### config.mk
export PLATFORM = sky130hd
export DESIGN_NAME = reset_panel_stop_select
export DESIGN_NICKNAME = d
export VERILOG_FILES = /design/src/rtl/rps_pkg.sv /design/src/rtl/disconnect_timer.sv /design/src/rtl/reset_panel_stop_select.sv
export SDC_FILE = /design/constraint.sdc
export NUM_CORES = 1
export LEC_CHECK = 0
export BUFFER_PORTS_ARGS = -buffer_cell sky130_fd_sc_hd__buf_2
export CORE_MARGIN = 1.5
export CORE_UTILIZATION = 47
export CTS_BUF_LIST = sky130_fd_sc_hd__clkbuf_16
export CTS_CLUSTER_SIZE = 14
export DETAILED_ROUTE_END_ITERATION = 8
export HOLD_SLACK_MARGIN = 0.12
export PLACE_DENSITY = 0.76
export SETUP_SLACK_MARGIN = 0.5
export SLEW_MARGIN = 20
export SYNTH_ARGS = -nofsm -noshare
export SYNTH_HDL_FRONTEND = slang
export SYNTH_SLANG_ARGS = --single-unit
export TNS_END_PERCENT = 5
### constraint.sdc
create_clock -name pclk -period 2 [get_ports pclk]
set_clock_uncertainty 0.15 [all_clocks]
set_input_delay 0.3 -clock pclk [delete_from_list [all_inputs] [get_ports pclk]]
set_output_delay 0.3 -clock pclk [all_outputs]
set_load 0.005 [all_outputs]
### src/rtl/rps_pkg.sv
// constants and types shared by the reset / panel-stop select block
`default_nettype none
package rps_pkg;

  // apb byte addresses
  localparam logic [7:0] ADDR_SELECT = 8'h00;
  localparam logic [7:0] ADDR_WPROT = 8'h04;
  localparam logic [7:0] ADDR_CMD = 8'h08;
  localparam logic [7:0] ADDR_STATUS = 8'h0C;

  // selection setting: reset value and legal windows
  localparam logic [4:0] SELECT_RESET = 5'h0E;
  localparam logic [4:0] SELECT_LOW_MAX = 5'h03;
  localparam logic [4:0] SELECT_HIGH_MIN = 5'h0E;
  localparam logic [4:0] SELECT_HIGH_MAX = 5'h11;
  // selection bit meanings inside the legal windows
  localparam int SEL_TRIP_ONLY_BIT = 0;
  localparam int SEL_DETECT_BIT = 1;

  // write protection setting
  localparam logic [1:0] WPROT_RESET = 2'h0;
  localparam logic [1:0] WPROT_LOCK = 2'h1;
  localparam logic [1:0] WPROT_MAX = 2'h2;

  // command register bit positions
  localparam int CMD_PCLEAR_BIT = 0;
  localparam int CMD_ALLCLEAR_BIT = 1;
  localparam int CMD_COMMRESET_BIT = 2;

  // status register bit positions
  localparam int STAT_FAULT_BIT = 0;
  localparam int STAT_PSTOP_BIT = 1;
  localparam int STAT_PRESENT_BIT = 2;
  localparam int STAT_DETECT_BIT = 3;
  localparam int STAT_ARMED_BIT = 4;
  localparam int STAT_CODE_LSB = 8;

  // fault codes
  localparam logic [7:0] FAULT_NONE = 8'h00;
  localparam logic [7:0] FAULT_PANEL_DISC = 8'h01;
  localparam logic [7:0] FAULT_EXTERNAL = 8'h02;

  // disconnect timing
  localparam int unsigned CLK_MHZ = 100;
  localparam int unsigned DISC_TIME_MS = 1000;
  localparam int unsigned DISC_CYCLES = DISC_TIME_MS * 1000 * CLK_MHZ;
  localparam int TIMER_W = 27;

  // synchronised pin indices
  localparam int PIN_PRESENT = 0;
  localparam int PIN_STOP = 1;
  localparam int PIN_RESET_KEY = 2;
  localparam int PIN_EXT_RESET = 3;
  localparam int PIN_STOP_RESET = 4;
  localparam int PIN_W = 5;

  // operation modes
  typedef enum logic [1:0] {
    MODE_PANEL = 2'h0,
    MODE_EXTERNAL = 2'h1,
    MODE_COMM = 2'h2,
    MODE_OTHER = 2'h3
  } op_mode_e;

  // drive state, gray coded along run -> stop -> trip
  typedef enum logic [1:0] {
    ST_RUN = 2'h0,
    ST_PSTOP = 2'h1,
    ST_TRIP = 2'h3
  } drive_state_e;

endpackage
`default_nettype wire

### src/rtl/disconnect_timer.sv
// disconnect timer for the detachable operating unit
`timescale 1ns/1ns
`default_nettype none
module disconnect_timer #(
  parameter int unsigned THRESHOLD = rps_pkg::DISC_CYCLES
) (
  // clock and reset
  input wire logic pclk,
  input wire logic presetn,
  // control and presence
  input wire logic detect_en,
  input wire logic unit_present,
  // results
  output logic trip_pulse,
  output logic armed
);

  localparam logic [rps_pkg::TIMER_W-1:0] THR =
    rps_pkg::TIMER_W'(THRESHOLD);

  typedef struct packed {
    logic [rps_pkg::TIMER_W-1:0] count; // cycles of absence
    logic armed;                        // unit seen since power-on
    logic fired;                        // one trip per absence
    logic pulse;                        // trip request
  } timer_s;

  timer_s r;
  timer_s n;

  // count absence, restart on return or when detection is off
  always_comb begin
    n = r;
    n.pulse = 1'b0;
    // absent since power-on is never a fault
    if (unit_present) begin
      n.armed = 1'b1;
    end
    if (!detect_en || unit_present || !r.armed) begin
      n.count = '0;
      n.fired = 1'b0;
    end else if (!r.fired) begin
      // trip only once the absence outlasts the threshold
      if (r.count == THR) begin
        n.pulse = 1'b1;
        n.fired = 1'b1;
      end else begin
        n.count = r.count + 1'b1;
      end
    end
  end

  // state register
  always_ff @(posedge pclk or negedge presetn) begin
    if (!presetn) begin
      r <= '0;
    end else begin
      r <= n;
    end
  end

  assign trip_pulse = r.pulse;
  assign armed = r.armed;

endmodule
`default_nettype wire

### src/rtl/reset_panel_stop_select.sv
// reset acceptance, unit disconnect trip and panel stop selection
//
// Overview of operation
// - reset from terminal and communication, gated
// - trip-only settings accept reset when tripped
// - setting defaults to 14; legal 0-3, 14-17
// - absence beyond 1s trips with disconnect code
// - settings 0,1,14,15 disable disconnect detection
// - settings 0-3: stop key only in panel
// - settings 14-17: stop key in every mode
// - setting writable despite write protection
// - parameter clears leave the setting untouched
// - accepted reset shuts off drive output
// - accepted reset clears thermal and regen totals
// - panel reset key works only when tripped
// - unit absent at power-on is no fault
// - stop state blocks restart until reset
// - rs485 on connector disables detection only
//
// Added by the designer: the register addresses and the APB slave port.
`timescale 1ns/1ns
`default_nettype none
module reset_panel_stop_select #(
  parameter int unsigned DISC_CYCLES = rps_pkg::DISC_CYCLES
) (
  // clock and reset
  input wire logic pclk,
  input wire logic presetn,
  // apb slave
  input wire logic [7:0] paddr,
  input wire logic psel,
  input wire logic penable,
  input wire logic pwrite,
  input wire logic [31:0] pwdata,
  output logic [31:0] prdata,
  output logic pready,
  output logic pslverr,
  // asynchronous pins
  input wire logic unit_present_pin,
  input wire logic stop_key_pin,
  input wire logic reset_key_pin,
  input wire logic external_reset_input,
  input wire logic stop_reset_key_pin,
  // same-clock drive status
  input wire logic [1:0] op_mode,
  input wire logic rs485_on_connector,
  input wire logic ext_fault,
  // drive control outputs
  output logic fault_out,
  output logic [7:0] fault_code,
  output logic panel_stop_state,
  output logic run_permit,
  output logic decel_stop,
  output logic drive_shutoff,
  output logic reset_pulse,
  output logic clear_thermal,
  output logic clear_regen
);

  typedef struct packed {
    logic [4:0] sel;                 // reset_panel_stop_select
    logic [1:0] wprot;               // write_protect_select
    logic [rps_pkg::PIN_W-1:0] s1;   // first sync stage
    logic [rps_pkg::PIN_W-1:0] s2;   // second sync stage
    logic [rps_pkg::PIN_W-1:0] s3;   // previous value for edges
    rps_pkg::drive_state_e st;       // run / panel stop / trip
    logic [7:0] code;                // latched fault code
    logic [31:0] rdata;              // read data
    logic slverr;                    // bus error
    logic decel;                     // decelerate request
    logic rst_p;                     // accepted reset
    logic shutoff;                   // drive output off
  } top_s;

  // registered state and its next value
  top_s r;
  top_s n;

  // combinational helpers
  // rise marks one cycle per synchronised rising pin edge
  logic [rps_pkg::PIN_W-1:0] rise;
  logic setup_ph;
  logic access_ph;
  logic wr_en;
  logic sel_ok;
  logic trip_only;
  logic detect_sel;
  logic stop_any_mode;
  logic detect_en;
  logic tripped;
  logic disc_trip;
  logic unit_armed;
  logic comm_reset;
  logic src_reset;
  logic key_reset;
  logic accept;
  logic trip_evt;
  logic clear_ok;

  // the selection holds meaning only in its legal windows
  function automatic logic legal_sel(input logic [4:0] v);
    legal_sel = (v <= rps_pkg::SELECT_LOW_MAX) ||
                ((v >= rps_pkg::SELECT_HIGH_MIN) &&
                 (v <= rps_pkg::SELECT_HIGH_MAX));
  endfunction

  // edges read only the second and third stages
  assign rise = r.s2 & ~r.s3;

  // apb phases; zero wait states
  assign setup_ph = psel && !penable;
  assign access_ph = psel && penable;
  assign wr_en = access_ph && pwrite;
  // a legal setting also needs all upper bits at zero
  assign sel_ok = legal_sel(pwdata[4:0]) && (pwdata[31:5] == 27'h0);

  // decode of the selection setting
  assign trip_only = r.sel[rps_pkg::SEL_TRIP_ONLY_BIT];
  // bit 1 selects detection in the low window; 14/15 have it set
  // and 16/17 clear, so the high window inverts it
  assign detect_sel = r.sel[rps_pkg::SEL_DETECT_BIT] ^ stop_any_mode;
  assign stop_any_mode = (r.sel >= rps_pkg::SELECT_HIGH_MIN);
  // rs485 through the connector masks only the detection
  assign detect_en = detect_sel && !rs485_on_connector;
  assign tripped = (r.st == rps_pkg::ST_TRIP);

  // reset sources
  assign comm_reset = wr_en && (paddr == rps_pkg::ADDR_CMD) &&
                      pwdata[rps_pkg::CMD_COMMRESET_BIT];
  assign src_reset = rise[rps_pkg::PIN_EXT_RESET] || comm_reset;
  assign key_reset = rise[rps_pkg::PIN_RESET_KEY] && tripped;
  // trip-only settings refuse resets while healthy
  assign accept = (src_reset && (!trip_only || tripped)) ||
                  key_reset;
  // trip sources: unit disconnect or another drive fault
  assign trip_evt = disc_trip || ext_fault;
  // a locked write protection refuses parameter clears
  assign clear_ok = (r.wprot != rps_pkg::WPROT_LOCK);

  // disconnect timer
  // presence reaches the timer already synchronised
  disconnect_timer #(
    .THRESHOLD(DISC_CYCLES)
  ) u_timer (
    .pclk(pclk),
    .presetn(presetn),
    .detect_en(detect_en),
    .unit_present(r.s2[rps_pkg::PIN_PRESENT]),
    .trip_pulse(disc_trip),
    .armed(unit_armed)
  );

  // next-state logic
  always_comb begin
    n = r;
    // pin synchronisers
    n.s1 = {stop_reset_key_pin, external_reset_input, reset_key_pin,
            stop_key_pin, unit_present_pin};
    n.s2 = r.s1;
    n.s3 = r.s2;
    n.decel = 1'b0;
    n.rst_p = 1'b0;

    // apb read data prepared in setup, held through access
    if (setup_ph) begin
      n.rdata = 32'h0;
      n.slverr = 1'b0;
      // decode by address, first match wins
      if (paddr == rps_pkg::ADDR_SELECT) begin
        n.rdata[4:0] = r.sel;
        n.slverr = pwrite && !sel_ok;
      end else if (paddr == rps_pkg::ADDR_WPROT) begin
        n.rdata[1:0] = r.wprot;
        n.slverr = pwrite && ((pwdata[31:2] != 30'h0) ||
                              (pwdata[1:0] > rps_pkg::WPROT_MAX));
      end else if (paddr == rps_pkg::ADDR_CMD) begin
        // command register reads as zero
        n.rdata = 32'h0;
      end else if (paddr == rps_pkg::ADDR_STATUS) begin
        // live snapshot, taken in the setup cycle
        n.rdata[rps_pkg::STAT_FAULT_BIT] = tripped;
        n.rdata[rps_pkg::STAT_PSTOP_BIT] = (r.st == rps_pkg::ST_PSTOP);
        n.rdata[rps_pkg::STAT_PRESENT_BIT] = r.s2[rps_pkg::PIN_PRESENT];
        n.rdata[rps_pkg::STAT_DETECT_BIT] = detect_en;
        n.rdata[rps_pkg::STAT_ARMED_BIT] = unit_armed;
        n.rdata[rps_pkg::STAT_CODE_LSB +: 8] = r.code;
      end else begin
        // unmapped address answers with an error
        n.slverr = 1'b1;
      end
    end

    // register writes take effect in the access phase
    if (wr_en) begin
      if (paddr == rps_pkg::ADDR_SELECT) begin
        // no protection check: setting stays writable while running
        if (sel_ok) begin
          n.sel = pwdata[4:0];
        end
      end else if (paddr == rps_pkg::ADDR_WPROT) begin
        // values above two are refused and keep the old one
        if ((pwdata[31:2] == 30'h0) &&
            (pwdata[1:0] <= rps_pkg::WPROT_MAX)) begin
          n.wprot = pwdata[1:0];
        end
      end else if (paddr == rps_pkg::ADDR_CMD) begin
        // clears restore protection but never the selection
        // command bits are strobes and nothing is stored
        if (clear_ok && (pwdata[rps_pkg::CMD_PCLEAR_BIT] ||
                         pwdata[rps_pkg::CMD_ALLCLEAR_BIT])) begin
          n.wprot = rps_pkg::WPROT_RESET;
        end
      end else begin
        // status and unmapped writes are ignored
        n.wprot = r.wprot;
      end
    end

    // accepted reset returns to run and clears the fault
    if (accept) begin
      n.rst_p = 1'b1;
      // a panel stop is lifted by any accepted reset
      n.st = rps_pkg::ST_RUN;
      n.code = rps_pkg::FAULT_NONE;
    end

    // drive state machine
    case (r.st)
      rps_pkg::ST_RUN: begin
        // only a fresh stop edge acts, never a held key
        if (rise[rps_pkg::PIN_STOP] && !accept) begin
          if (stop_any_mode) begin
            // stop in any mode and hold the stop state
            n.decel = 1'b1;
            n.st = rps_pkg::ST_PSTOP;
          end else if (op_mode == rps_pkg::MODE_PANEL) begin
            // panel mode only, no stop state kept
            n.decel = 1'b1;
          end else begin
            // ignored outside panel mode
            n.decel = 1'b0;
          end
        end
      end
      rps_pkg::ST_PSTOP: begin
        // restart refused until a stop reset or an accepted reset
        if (rise[rps_pkg::PIN_STOP_RESET]) begin
          n.st = rps_pkg::ST_RUN;
        end
      end
      rps_pkg::ST_TRIP: begin
        // leaves only through an accepted reset
        n.st = accept ? rps_pkg::ST_RUN : rps_pkg::ST_TRIP;
      end
      default: begin
        // unused code falls back to the safe state
        n.st = rps_pkg::ST_TRIP;
      end
    endcase

    // a trip in the cycle of a reset still wins unless already tripped
    if (trip_evt && !tripped) begin
      n.st = rps_pkg::ST_TRIP;
      n.code = disc_trip ? rps_pkg::FAULT_PANEL_DISC
                         : rps_pkg::FAULT_EXTERNAL;
    end

    // output off while tripped or being reset, motor coasts
    // a stop request in that cycle never keeps the output on
    n.shutoff = n.rst_p || (n.st == rps_pkg::ST_TRIP);
  end

  // state register
  always_ff @(posedge pclk or negedge presetn) begin
    if (!presetn) begin
      r <= '0;
      // the setting reloads its default only at power-on
      r.sel <= rps_pkg::SELECT_RESET;
      r.wprot <= rps_pkg::WPROT_RESET;
      r.st <= rps_pkg::ST_RUN;
      r.code <= rps_pkg::FAULT_NONE;
    end else begin
      r <= n;
    end
  end

  // bus outputs
  // no wait states, so every access ends at once
  assign pready = 1'b1;
  assign prdata = r.rdata;
  assign pslverr = r.slverr && access_ph;

  // drive outputs
  // run is withheld in the cycle of a reset as well
  assign fault_out = tripped;
  assign fault_code = r.code;
  assign panel_stop_state = (r.st == rps_pkg::ST_PSTOP);
  assign run_permit = (r.st == rps_pkg::ST_RUN) && !r.rst_p;
  assign decel_stop = r.decel;
  assign drive_shutoff = r.shutoff;
  assign reset_pulse = r.rst_p;
  assign clear_thermal = r.rst_p;
  assign clear_regen = r.rst_p;

endmodule
`default_nettype wire

# ---- Word level (Yosys, flattened, before mapping)
# Index checks and enable logic that the tools add are counted.
dict set report word_totals {
  word_cells 121
  register_bits 98
}
dict set report classes {
  n_bitwise 4
  reduce_logical 49
  n_eq_ne 11
  add_sub_neg 1
  magnitude_cmp 6
  muxes 34
}
# op n
set op_table {}
lappend op_table {{$mux 27} 4}
lappend op_table {{$logic_not 30->1} 1}
lappend op_table {{$reduce_bool 30->1} 1}
lappend op_table {{$add 27x1->27 const B} 1}
lappend op_table {{$eq 27x27->1 const B} 1}
lappend op_table {{$logic_not 27->1} 1}
lappend op_table {{$mux 2} 11}
lappend op_table {{$mux 10} 2}
lappend op_table {{$logic_and 1x1->1} 18}
lappend op_table {{$eq 8x4->1 const B} 2}
lappend op_table {{$mux 8} 2}
lappend op_table {{$mux 14} 1}
lappend op_table {{$ge 5x4->1 const B} 2}
lappend op_table {{$logic_or 1x1->1} 10}
lappend op_table {{$mux 5} 2}
lappend op_table {{$logic_not 1->1} 9}
lappend op_table {{$mux 1} 9}
lappend op_table {{$eq 8x3->1 const B} 1}
lappend op_table {{$logic_not 8->1} 1}
lappend op_table {{$mux 6} 1}
lappend op_table {{$ne 2x1->1 const B} 3}
lappend op_table {{$pmux 2 s3} 1}
lappend op_table {{$reduce_bool 2->1} 3}
lappend op_table {{$and 5x5->5} 1}
lappend op_table {{other kinds (15)} 17}

# ---- Longest topological paths before layout
dict set report logic_depth {
  ltp_word 14
  ltp_mapped 8
  mapped_depth_nobuf 7
}

# ---- Cells and area by module
# From an unflattened synthesis, not the netlist that was laid out.
dict set report hier_totals {
  hier_cells 370
  hier_area_um2 3683.5
}
# mod n_inst seq_area_each_um2 cells_per_inst area_per_inst_um2
set modules_own_cells {}
lappend modules_own_cells {reset_panel_stop_select 1 929.6 193 2010.7}
lappend modules_own_cells {disconnect_timer 1 750.7 177 1672.9}

# ---- Worst setup path before layout
# No wires, ideal clock.
dict set report synth_path {
  path_type {register -> register}
  startpoint {register u_timer.r[10] (netlist bit)}
  endpoint {register u_timer.r[5] (netlist bit)}
  setup_slack_ns -0.188
  path_buffers 1
  required_ns 1.718
  setup_time_ns 0.132
  path_stages_with_launch 7
  t_arrival_ns 1.906
  cell_sequence {dfrtp_1 -> or4b_1 -> nor4_4 -> a21o_1 -> buf_6 -> xor2_1 -> nor2_1}
}
dict set report synth_between {
  elab_chain_len 3
}
# element line
set synth_lines {}
lappend synth_lines {{start, declared} disconnect_timer.sv:28} ;# timer_s r;
lappend synth_lines {{start signal, assigned} disconnect_timer.sv:58} ;# r <= n;
lappend synth_lines {{$eq 27x27->1} disconnect_timer.sv:44} ;# if (r.count == THR) begin
lappend synth_lines {{$ne 2x1->1 (no line)} --}
lappend synth_lines {{$reduce_and 2->1 (no line)} --}
# No other way between the ends.
# A chain may end at the register's enable or synchronous reset.

# ---- Final worst setup path
dict set report layout_path {
  startpoint {register u_timer.r[3] (netlist bit)}
  endpoint {register u_timer.r[22] (netlist bit)}
}
dict set report layout_between {
  elab_chain_len 4
}
# element line
set layout_lines {}
lappend layout_lines {{$add 27x1->27} disconnect_timer.sv:48} ;# n.count = r.count + 1'b1;
lappend layout_lines {{$mux 27} disconnect_timer.sv:44}
lappend layout_lines {{$mux 27} disconnect_timer.sv:42} ;# end else if (!r.fired) begin
lappend layout_lines {{$mux 27} disconnect_timer.sv:39} ;# if (!detect_en || unit_present || !r.armed) begin
# Parallel ways exist; a longest one is shown, timed or not. The select of a mux whose other input is x is not followed.

==> flow_results.xml <==
<?xml version="1.0" encoding="UTF-8"?>
<metrics>
  <group name="run_status">
    <metric name="status" unit="">complete, but fails checks</metric>
    <metric name="violations_in_the_final_reports" unit="">negative setup slack</metric>
  </group>
  <group name="cts">
    <metric name="clk-insertion-delay-late" unit="ps">330</metric>
    <metric name="cts_tree" unit="">done</metric>
    <metric name="cts-htree-levels" unit="">3</metric>
    <metric name="clock_pin_slew_worst_setup_and_hold_paths" unit="ps">60</metric>
    <metric name="ctsLongestPathBuffers" unit="">2</metric>
    <metric name="numCtsBuffers" unit="">9</metric>
    <metric name="clkSinkCount" unit="">67</metric>
    <metric name="cts_root_buf" unit="">clkbuf_16</metric>
  </group>
  <group name="placement">
    <metric name="place.port_buffers" unit="">77</metric>
    <metric name="post-dp-hpwl" unit="mm">6.42</metric>
    <metric name="gp_routability_congestion" unit="">0.972</metric>
  </group>
  <group name="hold_path">
    <metric name="min_delay_path_depth" unit="">2</metric>
    <metric name="hold_path_class" unit="">in -&gt; reg</metric>
    <metric name="hp-start" unit="">pwdata[0]</metric>
    <metric name="min_delay_worst_endpoint" unit="">r[63]</metric>
  </group>
  <group name="global_routing">
    <metric name="global_route_wire_length_before_repair" unit="mm">15.8</metric>
    <metric name="grt.total_usage" unit="%">24.4</metric>
    <metric name="grt_remaining_overflow" unit="">0</metric>
    <metric name="grt_antenna_before_repair" unit="">0</metric>
    <metric name="grt_pass1_vias" unit="">3364</metric>
    <metric name="largest_net_degree_at_the_start_of_global_routing" unit="">68</metric>
  </group>
  <group name="final_layout">
    <metric name="finalNetCount" unit="">561</metric>
    <metric name="drive_above_1_share" unit="%">43.9</metric>
    <metric name="area_growth" unit="%">42.3</metric>
    <metric name="filler_cell_count" unit="">508</metric>
    <metric name="n_antenna_cell" unit="">0</metric>
  </group>
  <group name="synthesis">
    <metric name="synth.top_cells.by_count" unit="">64 x dfrtp_1, 43 x buf_4, 36 x nand2_1, 20 x nor2_1, 15 x a21oi_1</metric>
    <metric name="synth-seq-cells" unit="">67</metric>
    <metric name="netlist.top_cell.by_area" unit="">dfrtp_1</metric>
    <metric name="synth_area_per_cell" unit="sq um">9.75</metric>
    <metric name="synthSimpleGateAreaFrac" unit="%">23.8</metric>
    <metric name="synth_flop_cell" unit="">dfrtp_1</metric>
    <metric name="synth_compound_gate_area_share" unit="%">12.7</metric>
    <metric name="yosys-mux-area-fraction" unit="%">3.51</metric>
    <metric name="synth.most_common_cell" unit="">dfrtp_1</metric>
    <metric name="synthesis.area" unit="sq mm">0.00364</metric>
    <metric name="async_reset_ff_share" unit="%">100</metric>
    <metric name="main_combinational_cell_family_by_area_after_synthesis" unit="">simple AND/OR/NAND/NOR gates</metric>
    <metric name="synth_cell_types" unit="">60</metric>
    <metric name="synth_xor_area_share" unit="%">1.45</metric>
    <metric name="synth_cells" unit="">373</metric>
    <metric name="synth_warnings" unit="">0</metric>
    <metric name="synth_area_leaders" unit="">dfrtp_1 44%, buf_4 8.9%, nand2_1 3.7%</metric>
    <metric name="synth_top_cell_area_share" unit="%">44.0</metric>
    <metric name="synth-seq-area-share" unit="%">46.2</metric>
    <metric name="synth_fa_ha_area_share" unit="%">0.688</metric>
    <metric name="synth_enable_flop_cells" unit="">0</metric>
  </group>
  <group name="setup_path">
    <metric name="worstPathRequired" unit="ps">2110</metric>
    <metric name="worst_r2r_endpoint" unit="">u_timer.r[22]</metric>
    <metric name="rr_worst_depth" unit="">8</metric>
    <metric name="worstSetupStartpointType" unit="">register</metric>
    <metric name="timing.setup.critical_path_class" unit="">reg -&gt; reg</metric>
    <metric name="worstReg2RegStart" unit="">u_timer.r[3]</metric>
    <metric name="r2r_setup_slack" unit="ps">-190</metric>
    <metric name="critPathMaxFanout" unit="">6</metric>
    <metric name="crit_path_end_kind" unit="">register</metric>
    <metric name="worst_ep_arrival_time" unit="ps">2300</metric>
  </group>
  <group name="drt">
    <metric name="routedWlPerCell" unit="um">17.6</metric>
    <metric name="drc" unit="">0</metric>
    <metric name="wirelength" unit="mm">10.7</metric>
    <metric name="vias" unit="">3469</metric>
    <metric name="drt_iter0_markers" unit="">171</metric>
    <metric name="count_of_antenna_violating_nets_left_after_detailed_routing" unit="">0</metric>
    <metric name="drt-pass1-iter-count" unit="">4</metric>
    <metric name="routed_via_density" unit="">5.70</metric>
  </group>
  <group name="sta">
    <metric name="setup_repair_after_global_routing_missed_its_margin" unit="">true</metric>
    <metric name="fin_setup_tns" unit="ps">-2980</metric>
    <metric name="final-hold-violation-count" unit="">0</metric>
    <metric name="worst_pin_slew" unit="ps">568</metric>
    <metric name="min_period" unit="ps">2190</metric>
    <metric name="min_period_over_period" unit="%">110</metric>
    <metric name="worst_slack" unit="ps">-193</metric>
    <metric name="fmax" unit="MHz">456</metric>
    <metric name="slew_headroom" unit="%">61.1</metric>
    <metric name="setup_violations" unit="">25</metric>
    <metric name="final-max-slew-violation-count" unit="">0</metric>
  </group>
  <group name="power">
    <metric name="power.ir.vdd_worst" unit="uV">437</metric>
    <metric name="totalPowerFinal" unit="W">0.00368</metric>
    <metric name="power.static_leakage" unit="nW">2.35</metric>
    <metric name="pwr_density_cell" unit="mW/mm^2">712</metric>
  </group>
  <group name="die">
    <metric name="pin_count" unit="">104</metric>
    <metric name="fp.dieW" unit="um">91.0</metric>
    <metric name="chipHeight" unit="um">91.0</metric>
    <metric name="die_footprint" unit="sq mm">0.00827</metric>
    <metric name="coreArea" unit="sq mm">0.00737</metric>
    <metric name="floorplan.initialDensity" unit="%">49.3</metric>
    <metric name="fp-row-count" unit="">31</metric>
  </group>
  <group name="flow_run">
    <metric name="drv.max_cap_violation_count" unit="">0</metric>
  </group>
</metrics>
## worst max path at each step
| stage | start | endpoint | slack (ps) | depth (start not counted) |
|---|---|---|---|---|
| global placement | paddr[5] | fault_code[0] | -220 | 7 |
| global route | u_timer.r[4] | u_timer.r[20] | -320 | 8 |
| CTS | u_timer.r[3] | u_timer.r[22] | -190 | 8 |
| finish | u_timer.r[3] | u_timer.r[22] | -190 | 8 |
| detailed placement | paddr[5] | r[63] | -270 | 6 |
| floorplan | u_timer.r[10] | u_timer.r[5] | -190 | 6 |
## placed cells by master, fill, tap and decap left out, types with 7 or more instances in the layout
cell	count
a21oi_1	13
buf_2	70
buf_4	58
buf_6	11
clkbuf_16	9
conb_1	26
dfrtp_1	62
dlygate4sd3_1	10
inv_1	7
nand2_1	31
nand3_1	11
nand4_1	9
nor2_1	15
nor4_4	8
o211ai_1	7
o21ai_1	9
or3_1	7
or4_1	7
## through the flow
stage / hold slack (ps) / worst slack (ps) / utilization (%) / instance area (sq um) / instances
6_report: 135 / -193 / 70.2 / 5170 / 609
4_1_cts: 121 / -188 / 67.7 / 4990 / 607
3_5_place_dp: 186 / -272 / 59.3 / 4370 / 581
5_1_grt: 143 / -320 / 70.2 / 5170 / 609
3_3_place_gp: 182 / -222 / 59.3 / 4370 / 581
2_1_floorplan: -146 / -188 / - / 3730 / 397
## cells by family after synthesis
kind of cell	count (synthesis)
XOR/XNOR	6
other	2
multiplexers	12
AND/OR/NAND/NOR	151
buffers and inverters	65
flip-flops	67
adder cells (fa/ha/maj)	2
AO/OA/AOI/OAI	68
## power breakdown
part | switching [W] | internal, W | total (W)
clock | 0.000622 | 0.00110 | 0.00172
sequential | 0.0000692 | 0.00141 | 0.00148
combinational | 0.000259 | 0.000220 | 0.000479
## area by class of cell
| class | count | area, sq um | area share [%] |
|---|---|---|---|
| flip-flops and latches | 67 | 1680 | 32.5 |
| multi-input cells | 265 | 1940 | 37.4 |
| well taps | 99 | 124 | 2.39 |
| inverters | 10 | 37.5 | 0.726 |
| repair buffers | 152 | 1070 | 20.7 |
| clock buffers | 9 | 225 | 4.35 |
| clock inverters | 7 | 98.8 | 1.91 |
## critical path: stages (launching register included)
cell and delay, ps:
dfrtp_1 380, inv_1 60, ha_2 170, or4b_4 470, nor4_4 260, buf_4 210
a21o_1 180, o21ai_0 110, a21oi_1 130
## per-layer routing
metal  routed length [um]  part of all wire (%)  GRT usage (%)  up-vias
met1                 3960                    37           26.5     1691
met2                 5510                    51           44.0      162
met4                  650                   6.1           14.2        0
met3                  604                   5.6           4.44       47
met5                    0                     0              0        -
li1                     -                     -              -     1569
## state kept, by name, indices dropped and copies added, names as in the netlist
register            flops
r                      14
prdata                  8
u_timer.armed           1
u_timer.trip_pulse      1
fault_code              2
drive_shutoff           1
decel_stop              1
u_timer.r              28
n                      10
clear_regen             1
## timing repair
item                                   4_1_cts  5_1_grt
setup endpoints to repair                   52       52
buffers inserted                             0        2
cloned                                       0        0
gates resized for setup                     47       34
hold buffers                                10        0
pin swaps                                   34       37
endpoints found under the hold margin       74        0
Note: power is estimated with default switching activity, not from simulation.
